File: src/shared/vfd_pkg.sv
// Constants and types for the voice receive FIFO and DMA control block.
// Assumes a 32-bit APB slave with registers at word index times four.
package vfd_pkg;
	localparam int unsigned VFD_DEPTH = 128;
	localparam int unsigned VFD_PTR_W = 8;
	localparam int unsigned VFD_ADDR_W = 16;
	// Register indices; byte address is four times the index
	localparam logic [13:0] VFD_IDX_DATA = 14'h2760;
	localparam logic [13:0] VFD_IDX_PATTERN = 14'h2761;
	localparam logic [13:0] VFD_IDX_CTRL = 14'h2762;
	localparam logic [13:0] VFD_IDX_RPTR = 14'h2763;
	localparam logic [13:0] VFD_IDX_WPTR = 14'h2764;
	localparam logic [13:0] VFD_IDX_STATUS = 14'h276A;
	localparam logic [13:0] VFD_IDX_TX_STATUS = 14'h2770;
	localparam logic [13:0] VFD_IDX_TX_LEN = 14'h2771;
	localparam logic [13:0] VFD_IDX_IRQ_STATUS = 14'h2772;
	localparam logic [13:0] VFD_IDX_IRQ_MASK = 14'h2773;
	// Control bits
	localparam int unsigned VFD_CTL_FILL = 0;
	localparam int unsigned VFD_CTL_CLR = 1;
	localparam int unsigned VFD_CTL_SUBST = 2;
	localparam int unsigned VFD_CTL_DMA = 3;
	// Status bits (receive and transmit status share the layout)
	localparam int unsigned VFD_STS_POP = 2;
	localparam int unsigned VFD_STS_PUSH = 3;
	localparam int unsigned VFD_STS_FILL = 4;
	localparam logic [7:0] VFD_RST_BYTE = 8'h00;
	localparam logic [VFD_PTR_W-1:0] VFD_PTR_ONE = 8'h01;
	localparam logic [31:0] VFD_RD_ZERO = 32'h00000000;
	localparam logic [3:0] VFD_EVT_ZERO = 4'h0;

	typedef struct packed {
		logic dma_done;
		logic fill_done;
		logic underflow;
		logic overflow;
	} vfd_evt_t;

	typedef enum logic [0:0] {
		VFD_FILL_IDLE = 1'b0,
		VFD_FILL_RUN = 1'b1
	} vfd_fill_state_t;
endpackage : vfd_pkg

File: src/verilog/vfd_voice_rx_fifo.sv
// Voice receive FIFO with pattern fill, pointer access, receive DMA intake,
// decoder drain stream, transmit status mirror and transmit DMA length.
// Assumes MAC FIFO, decoder and transmit FIFO logic run on the same clock.
//
// Decided for this implementation: the APB slave port.
`timescale 1ns/1ps
`default_nettype none

// Operation
// - Transmit status bit 3 reads high while a byte enters the transmit FIFO, read-only.
// - Transmit status bit 2 reads high while a byte leaves the transmit FIFO, read-only.
// - An 8-bit read/write transmit DMA length resets to zero and sets bytes per DMA run.
// - Writes to the data port append to the FIFO in order and reads return it in order.
// - With control bit 2 set the pattern byte goes downstream instead of FIFO data.
// - Writing one to control bit 0 overwrites every FIFO location with the pattern.
// - Writing one to control bit 3 starts receive DMA and the bit clears itself.
// - Writing one to control bit 1 zeroes both pointers and clears overflow and underflow.
// - The read pointer is 8-bit read/write, resets to zero, top bit marks wrap.
// - The write pointer is 8-bit read/write, resets to zero, same wrap scheme.
// - Status bit 4 is high while the pattern fill runs and drops when it ends.
// - Receive DMA moves bytes from the MAC receive FIFO into this FIFO for the decoder.
// - Receive status shows push activity and pop activity as read-only bits.
module vfd_voice_rx_fifo
	import vfd_pkg::*;
#(
	parameter int unsigned DEPTH = VFD_DEPTH
) (
	input wire logic clock,
	input wire logic nrst,
	input wire logic psel,
	input wire logic penable,
	input wire logic pwrite,
	input wire logic [VFD_ADDR_W-1:0] paddr,
	input wire logic [31:0] pwdata,
	output logic [31:0] prdata,
	output logic pready,
	output logic pslverr,
	output logic irq,
	input wire logic mac_rx_valid,
	input wire logic [7:0] mac_rx_data,
	output logic mac_rx_ready,
	output logic dec_valid,
	output logic [7:0] dec_data,
	input wire logic dec_ready,
	input wire logic tx_push_active,
	input wire logic tx_pop_active,
	output logic [7:0] tx_dma_length
);
	function automatic logic hit(input logic [VFD_ADDR_W-1:0] a, input logic [13:0] idx);
		hit = (a == {idx, 2'b00});
	endfunction : hit

	logic [7:0] mem [DEPTH];
	logic rst_meta_reg, rst_n;
	logic [VFD_PTR_W-1:0] rd_ptr_reg, rd_ptr_next, wr_ptr_reg, wr_ptr_next;
	logic [VFD_PTR_W-1:0] fill_cnt_reg, fill_cnt_next;
	vfd_fill_state_t fill_state_reg, fill_state_next;
	logic [7:0] pattern_reg, tx_len_reg;
	logic subst_reg, dma_busy_reg, dma_busy_next;
	logic ready_reg, ready_next;
	logic push_act_reg, pop_act_reg, tx_push_reg, tx_pop_reg;
	vfd_evt_t evt_reg, evt_next, mask_reg, evt_set;
	logic [31:0] prdata_reg, rdata_mux;
	logic pready_reg, pslverr_reg, irq_reg;
	logic dec_valid_reg, dec_valid_next;
	logic [7:0] dec_data_reg, dec_data_next;

	wire setup = psel & ~penable;
	wire acc = psel & penable & pready_reg;
	wire wr_acc = acc & pwrite;
	wire rd_acc = acc & ~pwrite;
	wire h_data = hit(paddr, VFD_IDX_DATA);
	wire h_pat = hit(paddr, VFD_IDX_PATTERN);
	wire h_ctl = hit(paddr, VFD_IDX_CTRL);
	wire h_rp = hit(paddr, VFD_IDX_RPTR);
	wire h_wp = hit(paddr, VFD_IDX_WPTR);
	wire h_sts = hit(paddr, VFD_IDX_STATUS);
	wire h_txs = hit(paddr, VFD_IDX_TX_STATUS);
	wire h_txl = hit(paddr, VFD_IDX_TX_LEN);
	wire h_is = hit(paddr, VFD_IDX_IRQ_STATUS);
	wire h_im = hit(paddr, VFD_IDX_IRQ_MASK);
	wire mapped = h_data | h_pat | h_ctl | h_rp | h_wp | h_sts | h_txs | h_txl | h_is | h_im;

	wire fill_busy = (fill_state_reg == VFD_FILL_RUN);
	wire [VFD_PTR_W-1:0] count = wr_ptr_reg - rd_ptr_reg;
	wire empty = (count == '0);
	wire full = (count == VFD_PTR_W'(DEPTH));
	wire [6:0] rd_addr = rd_ptr_reg[6:0];
	wire [6:0] wr_addr = wr_ptr_reg[6:0];

	wire apb_push = wr_acc & h_data & ~fill_busy;
	wire dma_push = mac_rx_valid & ready_reg;
	wire push_req = apb_push | dma_push;
	wire push_ok = push_req & ~full;
	wire [7:0] push_data = apb_push ? pwdata[7:0] : mac_rx_data;
	// data port pop in order; the bus read wins over the decoder
	wire apb_pop = rd_acc & h_data & ~fill_busy;
	wire dec_adv = ~dec_valid_reg | dec_ready;
	wire dec_pop = dec_adv & ~subst_reg & ~fill_busy & ~apb_pop & ~empty;
	wire pop_ok = (apb_pop & ~empty) | dec_pop;

	wire ctl_wr = wr_acc & h_ctl;
	wire ptr_clr = ctl_wr & pwdata[VFD_CTL_CLR];
	wire fill_start = ctl_wr & pwdata[VFD_CTL_FILL] & ~fill_busy;
	wire dma_start = ctl_wr & pwdata[VFD_CTL_DMA];
	wire dma_end = dma_busy_reg & ready_reg & ~mac_rx_valid;
	wire fill_last = fill_busy & (fill_cnt_reg == VFD_PTR_W'(DEPTH - 1));

	// Reset release through two flops
	always_ff @(posedge clock or negedge nrst) begin
		if (!nrst) begin
			rst_meta_reg <= 1'b0;
			rst_n <= 1'b0;
		end else begin
			rst_meta_reg <= 1'b1;
			rst_n <= rst_meta_reg;
		end
	end

	assign rd_ptr_next = ptr_clr ? '0 :
		(wr_acc & h_rp) ? pwdata[7:0] :
		pop_ok ? rd_ptr_reg + VFD_PTR_ONE : rd_ptr_reg;
	assign wr_ptr_next = ptr_clr ? '0 :
		(wr_acc & h_wp) ? pwdata[7:0] :
		push_ok ? wr_ptr_reg + VFD_PTR_ONE : wr_ptr_reg;

	always_comb begin
		fill_state_next = fill_state_reg;
		fill_cnt_next = fill_cnt_reg;
		case (fill_state_reg)
			VFD_FILL_IDLE: begin
				if (fill_start) begin
					fill_state_next = VFD_FILL_RUN;
					fill_cnt_next = '0;
				end
			end
			VFD_FILL_RUN: begin
				fill_cnt_next = fill_cnt_reg + VFD_PTR_ONE;
				if (fill_last) begin
					fill_state_next = VFD_FILL_IDLE;
				end
			end
			default: begin
				fill_state_next = VFD_FILL_IDLE;
			end
		endcase
	end

	assign dma_busy_next = dma_start | (dma_busy_reg & ~dma_end);
	// Ready is registered, so it needs room for one byte beyond the current one
	// and drops ahead of a bus write to the data port to keep one push per cycle.
	assign ready_next = dma_busy_next & ~fill_busy & ~fill_start &
		(count < VFD_PTR_W'(DEPTH - 1)) & ~(setup & pwrite & h_data);

	assign evt_set.overflow = push_req & full;
	assign evt_set.underflow = apb_pop & empty;
	assign evt_set.fill_done = fill_last;
	assign evt_set.dma_done = dma_end;
	// pointer reset also clears the error flags; a new event still wins
	always_comb begin
		evt_next = evt_reg;
		if (wr_acc & h_is) begin
			evt_next = evt_reg & ~vfd_evt_t'(pwdata[3:0]);
		end
		if (ptr_clr) begin
			evt_next.overflow = 1'b0;
			evt_next.underflow = 1'b0;
		end
		evt_next = evt_next | evt_set;
	end

	// pattern substitutes FIFO data toward the decoder
	always_comb begin
		dec_valid_next = dec_valid_reg;
		dec_data_next = dec_data_reg;
		if (dec_adv) begin
			dec_valid_next = subst_reg | dec_pop;
			dec_data_next = subst_reg ? pattern_reg : dec_pop ? mem[rd_addr] : dec_data_reg;
		end
	end

	// Read data is formed in the setup phase so it is stable in the access phase
	always_comb begin
		rdata_mux = VFD_RD_ZERO;
		if (h_data) begin
			rdata_mux[7:0] = mem[rd_addr];
		end else if (h_pat) begin
			rdata_mux[7:0] = pattern_reg;
		end else if (h_ctl) begin
			rdata_mux[VFD_CTL_SUBST] = subst_reg;
		end else if (h_rp) begin
			rdata_mux[7:0] = rd_ptr_reg;
		end else if (h_wp) begin
			rdata_mux[7:0] = wr_ptr_reg;
		end else if (h_sts) begin
			rdata_mux[VFD_STS_FILL] = fill_busy;
			rdata_mux[VFD_STS_PUSH] = push_act_reg;
			rdata_mux[VFD_STS_POP] = pop_act_reg;
		end else if (h_txs) begin
			rdata_mux[VFD_STS_PUSH] = tx_push_reg;
			rdata_mux[VFD_STS_POP] = tx_pop_reg;
		end else if (h_txl) begin
			rdata_mux[7:0] = tx_len_reg;
		end else if (h_is) begin
			rdata_mux[3:0] = evt_reg;
		end else if (h_im) begin
			rdata_mux[3:0] = mask_reg;
		end
	end

	// Storage is not reset; contents are undefined until written or filled
	always_ff @(posedge clock) begin
		if (fill_busy) begin
			mem[fill_cnt_reg[6:0]] <= pattern_reg;
		end else if (push_ok) begin
			mem[wr_addr] <= push_data;
		end
	end

	always_ff @(posedge clock or negedge rst_n) begin
		if (!rst_n) begin
			rd_ptr_reg <= '0;
			wr_ptr_reg <= '0;
			fill_state_reg <= VFD_FILL_IDLE;
			fill_cnt_reg <= '0;
			dma_busy_reg <= 1'b0;
			ready_reg <= 1'b0;
		end else begin
			rd_ptr_reg <= rd_ptr_next;
			wr_ptr_reg <= wr_ptr_next;
			fill_state_reg <= fill_state_next;
			fill_cnt_reg <= fill_cnt_next;
			dma_busy_reg <= dma_busy_next;
			ready_reg <= ready_next;
		end
	end

	always_ff @(posedge clock or negedge rst_n) begin
		if (!rst_n) begin
			pattern_reg <= VFD_RST_BYTE;
			subst_reg <= 1'b0;
			tx_len_reg <= VFD_RST_BYTE;
			mask_reg <= vfd_evt_t'(VFD_EVT_ZERO);
		end else if (wr_acc) begin
			if (h_pat) begin
				pattern_reg <= pwdata[7:0];
			end
			if (h_ctl) begin
				subst_reg <= pwdata[VFD_CTL_SUBST];
			end
			if (h_txl) begin
				tx_len_reg <= pwdata[7:0];
			end
			if (h_im) begin
				mask_reg <= vfd_evt_t'(pwdata[3:0]);
			end
		end
	end

	always_ff @(posedge clock or negedge rst_n) begin
		if (!rst_n) begin
			push_act_reg <= 1'b0;
			pop_act_reg <= 1'b0;
			tx_push_reg <= 1'b0;
			tx_pop_reg <= 1'b0;
			evt_reg <= vfd_evt_t'(VFD_EVT_ZERO);
			irq_reg <= 1'b0;
		end else begin
			push_act_reg <= push_ok | fill_busy;
			pop_act_reg <= pop_ok;
			tx_push_reg <= tx_push_active;
			tx_pop_reg <= tx_pop_active;
			evt_reg <= evt_next;
			irq_reg <= |(evt_next & mask_reg);
		end
	end

	always_ff @(posedge clock or negedge rst_n) begin
		if (!rst_n) begin
			prdata_reg <= VFD_RD_ZERO;
			pready_reg <= 1'b0;
			pslverr_reg <= 1'b0;
			dec_valid_reg <= 1'b0;
			dec_data_reg <= VFD_RST_BYTE;
		end else begin
			pready_reg <= 1'b1;
			if (setup) begin
				prdata_reg <= rdata_mux;
				pslverr_reg <= ~mapped;
			end
			dec_valid_reg <= dec_valid_next;
			dec_data_reg <= dec_data_next;
		end
	end

	assign prdata = prdata_reg;
	assign pready = pready_reg;
	assign pslverr = pslverr_reg;
	assign irq = irq_reg;
	assign mac_rx_ready = ready_reg;
	assign dec_valid = dec_valid_reg;
	assign dec_data = dec_data_reg;
	assign tx_dma_length = tx_len_reg;
endmodule : vfd_voice_rx_fifo

`default_nettype wire

File: config.mk
export PLATFORM = sky130hd
export DESIGN_NAME = vfd_voice_rx_fifo
export DESIGN_NICKNAME = d
export VERILOG_FILES = /design/src/shared/vfd_pkg.sv /design/src/verilog/vfd_voice_rx_fifo.sv
export SDC_FILE = /design/constraint.sdc
export NUM_CORES = 1
export LEC_CHECK = 0
export BUFFER_PORTS_ARGS = -buffer_cell sky130_fd_sc_hd__buf_2
export CORE_AREA = 5 5 288 290
export DETAILED_ROUTE_END_ITERATION = 12
export DIE_AREA = 0 0 293 295
export GPL_TIMING_DRIVEN = 1
export PLACE_DENSITY_LB_ADDON = 0.2
export SLEW_MARGIN = 0
export SYNTH_ARGS = -nofsm -noshare
export SYNTH_HDL_FRONTEND = slang
export SYNTH_SLANG_ARGS = --single-unit
export TNS_END_PERCENT = 5
File: constraint.sdc
create_clock -name clock -period 5.5 [get_ports clock]
set_input_delay 0.825 -clock clock [delete_from_list [all_inputs] [get_ports clock]]
set_output_delay 0.825 -clock clock [all_outputs]
set_load 0.01 [all_outputs]
==> results by group <==
STA
  • Hold Violations, Final: 0
  • Worst Max-Slew Pin Slew: ~1200 ps
  • Min Tclk post-route: 4790 ps
  • RSZ-0062 raised after global routing: false
  • Tcrit/Tclk final: approximately 87%
  • FMAX: around 0.21 GHz
  • Clock Skew: just over 20 ps
  • Slew Limit Fails: 0
  • Final setup vio count: 0
  • Worst relative slew slack: 17.4%

Cells and area
  • Non-filler cells, final: ~3.7k
  • Area Growth Syn to Fin: 12.6%
  • Max reg flops: about 1.0k
  • Layout cells sized above 1: about a quarter
  • # diodes: 0
  • Biggest register: mem
  • Commonest non-fill, non-tap cell in the layout: edfxtp_1
  • Commonest cells after routing, fill and taps aside: 1024 x edfxtp_1, 250 x mux4_2, 210 x nor2_1
  • Nets@finish: around 2.7k
  • End-of-flow core utilization: between 60 and 70%

Critical path
  • Critical path's slowest cell: nor2_1
  • Critical Path RT: just under 6000 ps
  • Delay-heaviest family, CP: simple AND/OR/NAND/NOR gates
  • Crit Path Max Fanout: 48
  • CP cell instances: inv_1, ha_1, inv_1, fa_1, a211oi_2, nor2_1, o311ai_2, nor4b_4, a211oi_4, buf_12, mux2i_1, nor2_1
  • Crit Path Class: reg2reg
  • Setup crit end kind: flip-flop
  • Data arrival, critical path: just over 5000 ps
  • CP max stage delay: a little over 900 ps
  • Worst setup startpoint: wr_ptr_reg[0]
  • Origin of the critical flop-to-flop path: wr_ptr_reg[0]
  • Worst Path Buf+Inv: 3
  • CP Launch Type: flip-flop

Placement
  • Final HPWL DP: 72.5 mm
  • Inst Count DP: around 3.5k
  • PortBufs: 69
  • RD Place Congestion: around 0.93

Clock tree
  • Clock root cell: clkbuf_16
  • CTS max path bufs: 3
  • Clk_lat worst skew: just under 700 ps
  • Hold-fix buffer count after cts: 1
  • Worst-path clk slew: approximately 60 ps
  • CTS resizes: 0
  • Num CTS Buffers: 107
  • H-tree levels: 3
  • Setup bufs post-CTS: 0
  • CTS tree: built
  • Clk sink count: between 1k and 1.5k

Worst hold path
  • Hold WC Path Type: in2reg
  • Worst hold path startpoint: tx_pop_active

Global routing
  • Pin count of the biggest net entering global routing: between 100 and 150
  • First-pass GRT wire length: roughly 170 mm
  • Total GRT Usage: a little over a quarter
  • Vias in the first global route: 24.5k
  • Global route overflow: 0
  • Initial antenna violation count: 0

Synthesis
  • Ys flop type: edfxtp_1
  • Synth unique cells: 86
  • Synthesized netlist cell count: about 2.4k
  • Ys Warns: 0
  • Avg Cell Area, Syn: 18.4 sq um
  • Synthesized flop and latch total: 1102
  • Syn Std Cell Area: 45000 sq um
  • FFs w/ async S/R, synth: under 10%
  • Post-synthesis sequential area ratio: between 70% and 80%
  • EDFF count, synth: 1024

Power and ir drop
  • Max VDD drop: roughly 0.25 mV
  • Pwr dens: 330 nW/um^2
  • Lkg Pwr: ~0.019 uW

Route
  • DR WL/cell: slightly above 30 um
  • ANT nets after route: 0
  • Starting DRC count in detailed routing: approximately 3.0k
  • Drt first pass iters: 8
  • Total number of vias: approximately 24k
  • Via density: approximately 6.5
  • Drt total wl: approximately 110 mm
  • # DRC: 0

Run
  • Max Cap Viol: 0

Floorplan
  • FP Rows: 104
  • DIE WIDTH: approximately 290 um
  • # IOs: ~120
  • Core Region: approximately 80000 sq um
  • Starting Density: 56.3%
  • Die area: just under 90000 sq um
  • Die height: 295 um

Run status
  • Status: completed
-- logic make-up after synthesis --
logic type	Yosys count	synth area share [%]
flip-flops	1102	72.6
AND/OR/NAND/NOR	470	4.92
multiplexers	351	14.9
AO/OA/AOI/OAI	308	4.78
buffers and inverters	176	1.99
XOR/XNOR	21	0.408
adder cells (fa/ha/maj)	12	0.350
other	2	0.0167
-- worst register-to-register path: cells and delay by family (launching register included) --
kind / cells / cell delay [ps]
compound gates: 3 / 960
buf+inv: 3 / 710
fa+ha+maj: 2 / 610
flops: 1 / 600
simple gates: 3 / 1160
mux: 1 / 340
-- layout make-up --
cell class	instances	area [sq um]
sequential	1102	32700
multi-input combinational	1188	11600
inverter	18	67.6
tap	1060	1330
fill	5422	29300
timing repair buffer	167	1330
clock buffer	126	2790
clock inverter	72	875
-- report_power, final --
part	internal [uW]	leakage, uW	total (uW)	switching [uW]
registers	9040	0.0129	9060	22.7
clock network	4480	0.00178	7570	3090
logic	40.2	0.00465	108	67.3
total	13600	0.0193	16700	3180
-- worst paths after layout --
| check | end | slack [ps] | depth (start not counted) |
|---|---|---|---|
| max in group asynchronous | rd_ptr_reg[2] | 4160 | 0 |
| max | mem[82][5] | 710 | 12 |
| min in group asynchronous | rst_n | 460 | 2 |
| min reg2reg | rst_n | 360 | 0 |
| max reg2reg | mem[82][5] | 710 | 12 |
| min | tx_pop_reg | 260 | 1 |
-- per-stage QoR --
step / power, uW / TNS (ps) / area [sq um] / hold WS, ps / setup slack (ps)
global placement: 9340 / 0 / 47100 / 343 / 896
global route: 17200 / 0 / 50700 / 247 / 515
detailed placement: 9340 / 0 / 47100 / 339 / 840
CTS: 16900 / 0 / 50700 / 228 / 792
floorplan: 9300 / -391010 / 45200 / 331 / -382
finish: 16700 / 0 / 50700 / 263 / 713
-- cell usage after synthesis (12+ instances only) --
cell type | n | area (sq um)
a211oi_1 | 13 | 97.6
a21oi_1 | 46 | 230
a22oi_1 | 30 | 225
a31oi_1 | 17 | 106
and3_1 | 12 | 75.1
buf_2 | 33 | 165
buf_4 | 38 | 285
clkbuf_1 | 69 | 259
dfrtp_1 | 78 | 1950
edfxtp_1 | 1024 | 30700
inv_1 | 15 | 56.3
mux2_2 | 29 | 327
mux2i_1 | 59 | 591
mux2i_2 | 12 | 165
mux4_2 | 250 | 5630
nand2_1 | 100 | 375
nand2b_1 | 24 | 150
nand3_1 | 24 | 120
nor2_1 | 210 | 788
nor3_1 | 23 | 115
o211ai_1 | 15 | 113
o21ai_0 | 73 | 365
o22ai_1 | 28 | 175
xnor2_1 | 17 | 149
-- metal layers --
layer	up-vias	GRT usage (%)	wire length [um]
met4	0	10.2	4720
met1	12600	38.0	44800
li1	10200	-	-
met3	219	4.59	10100
met2	1246	41.6	54200
met5	-	0	0
Power figures use the tool's default switching activity.
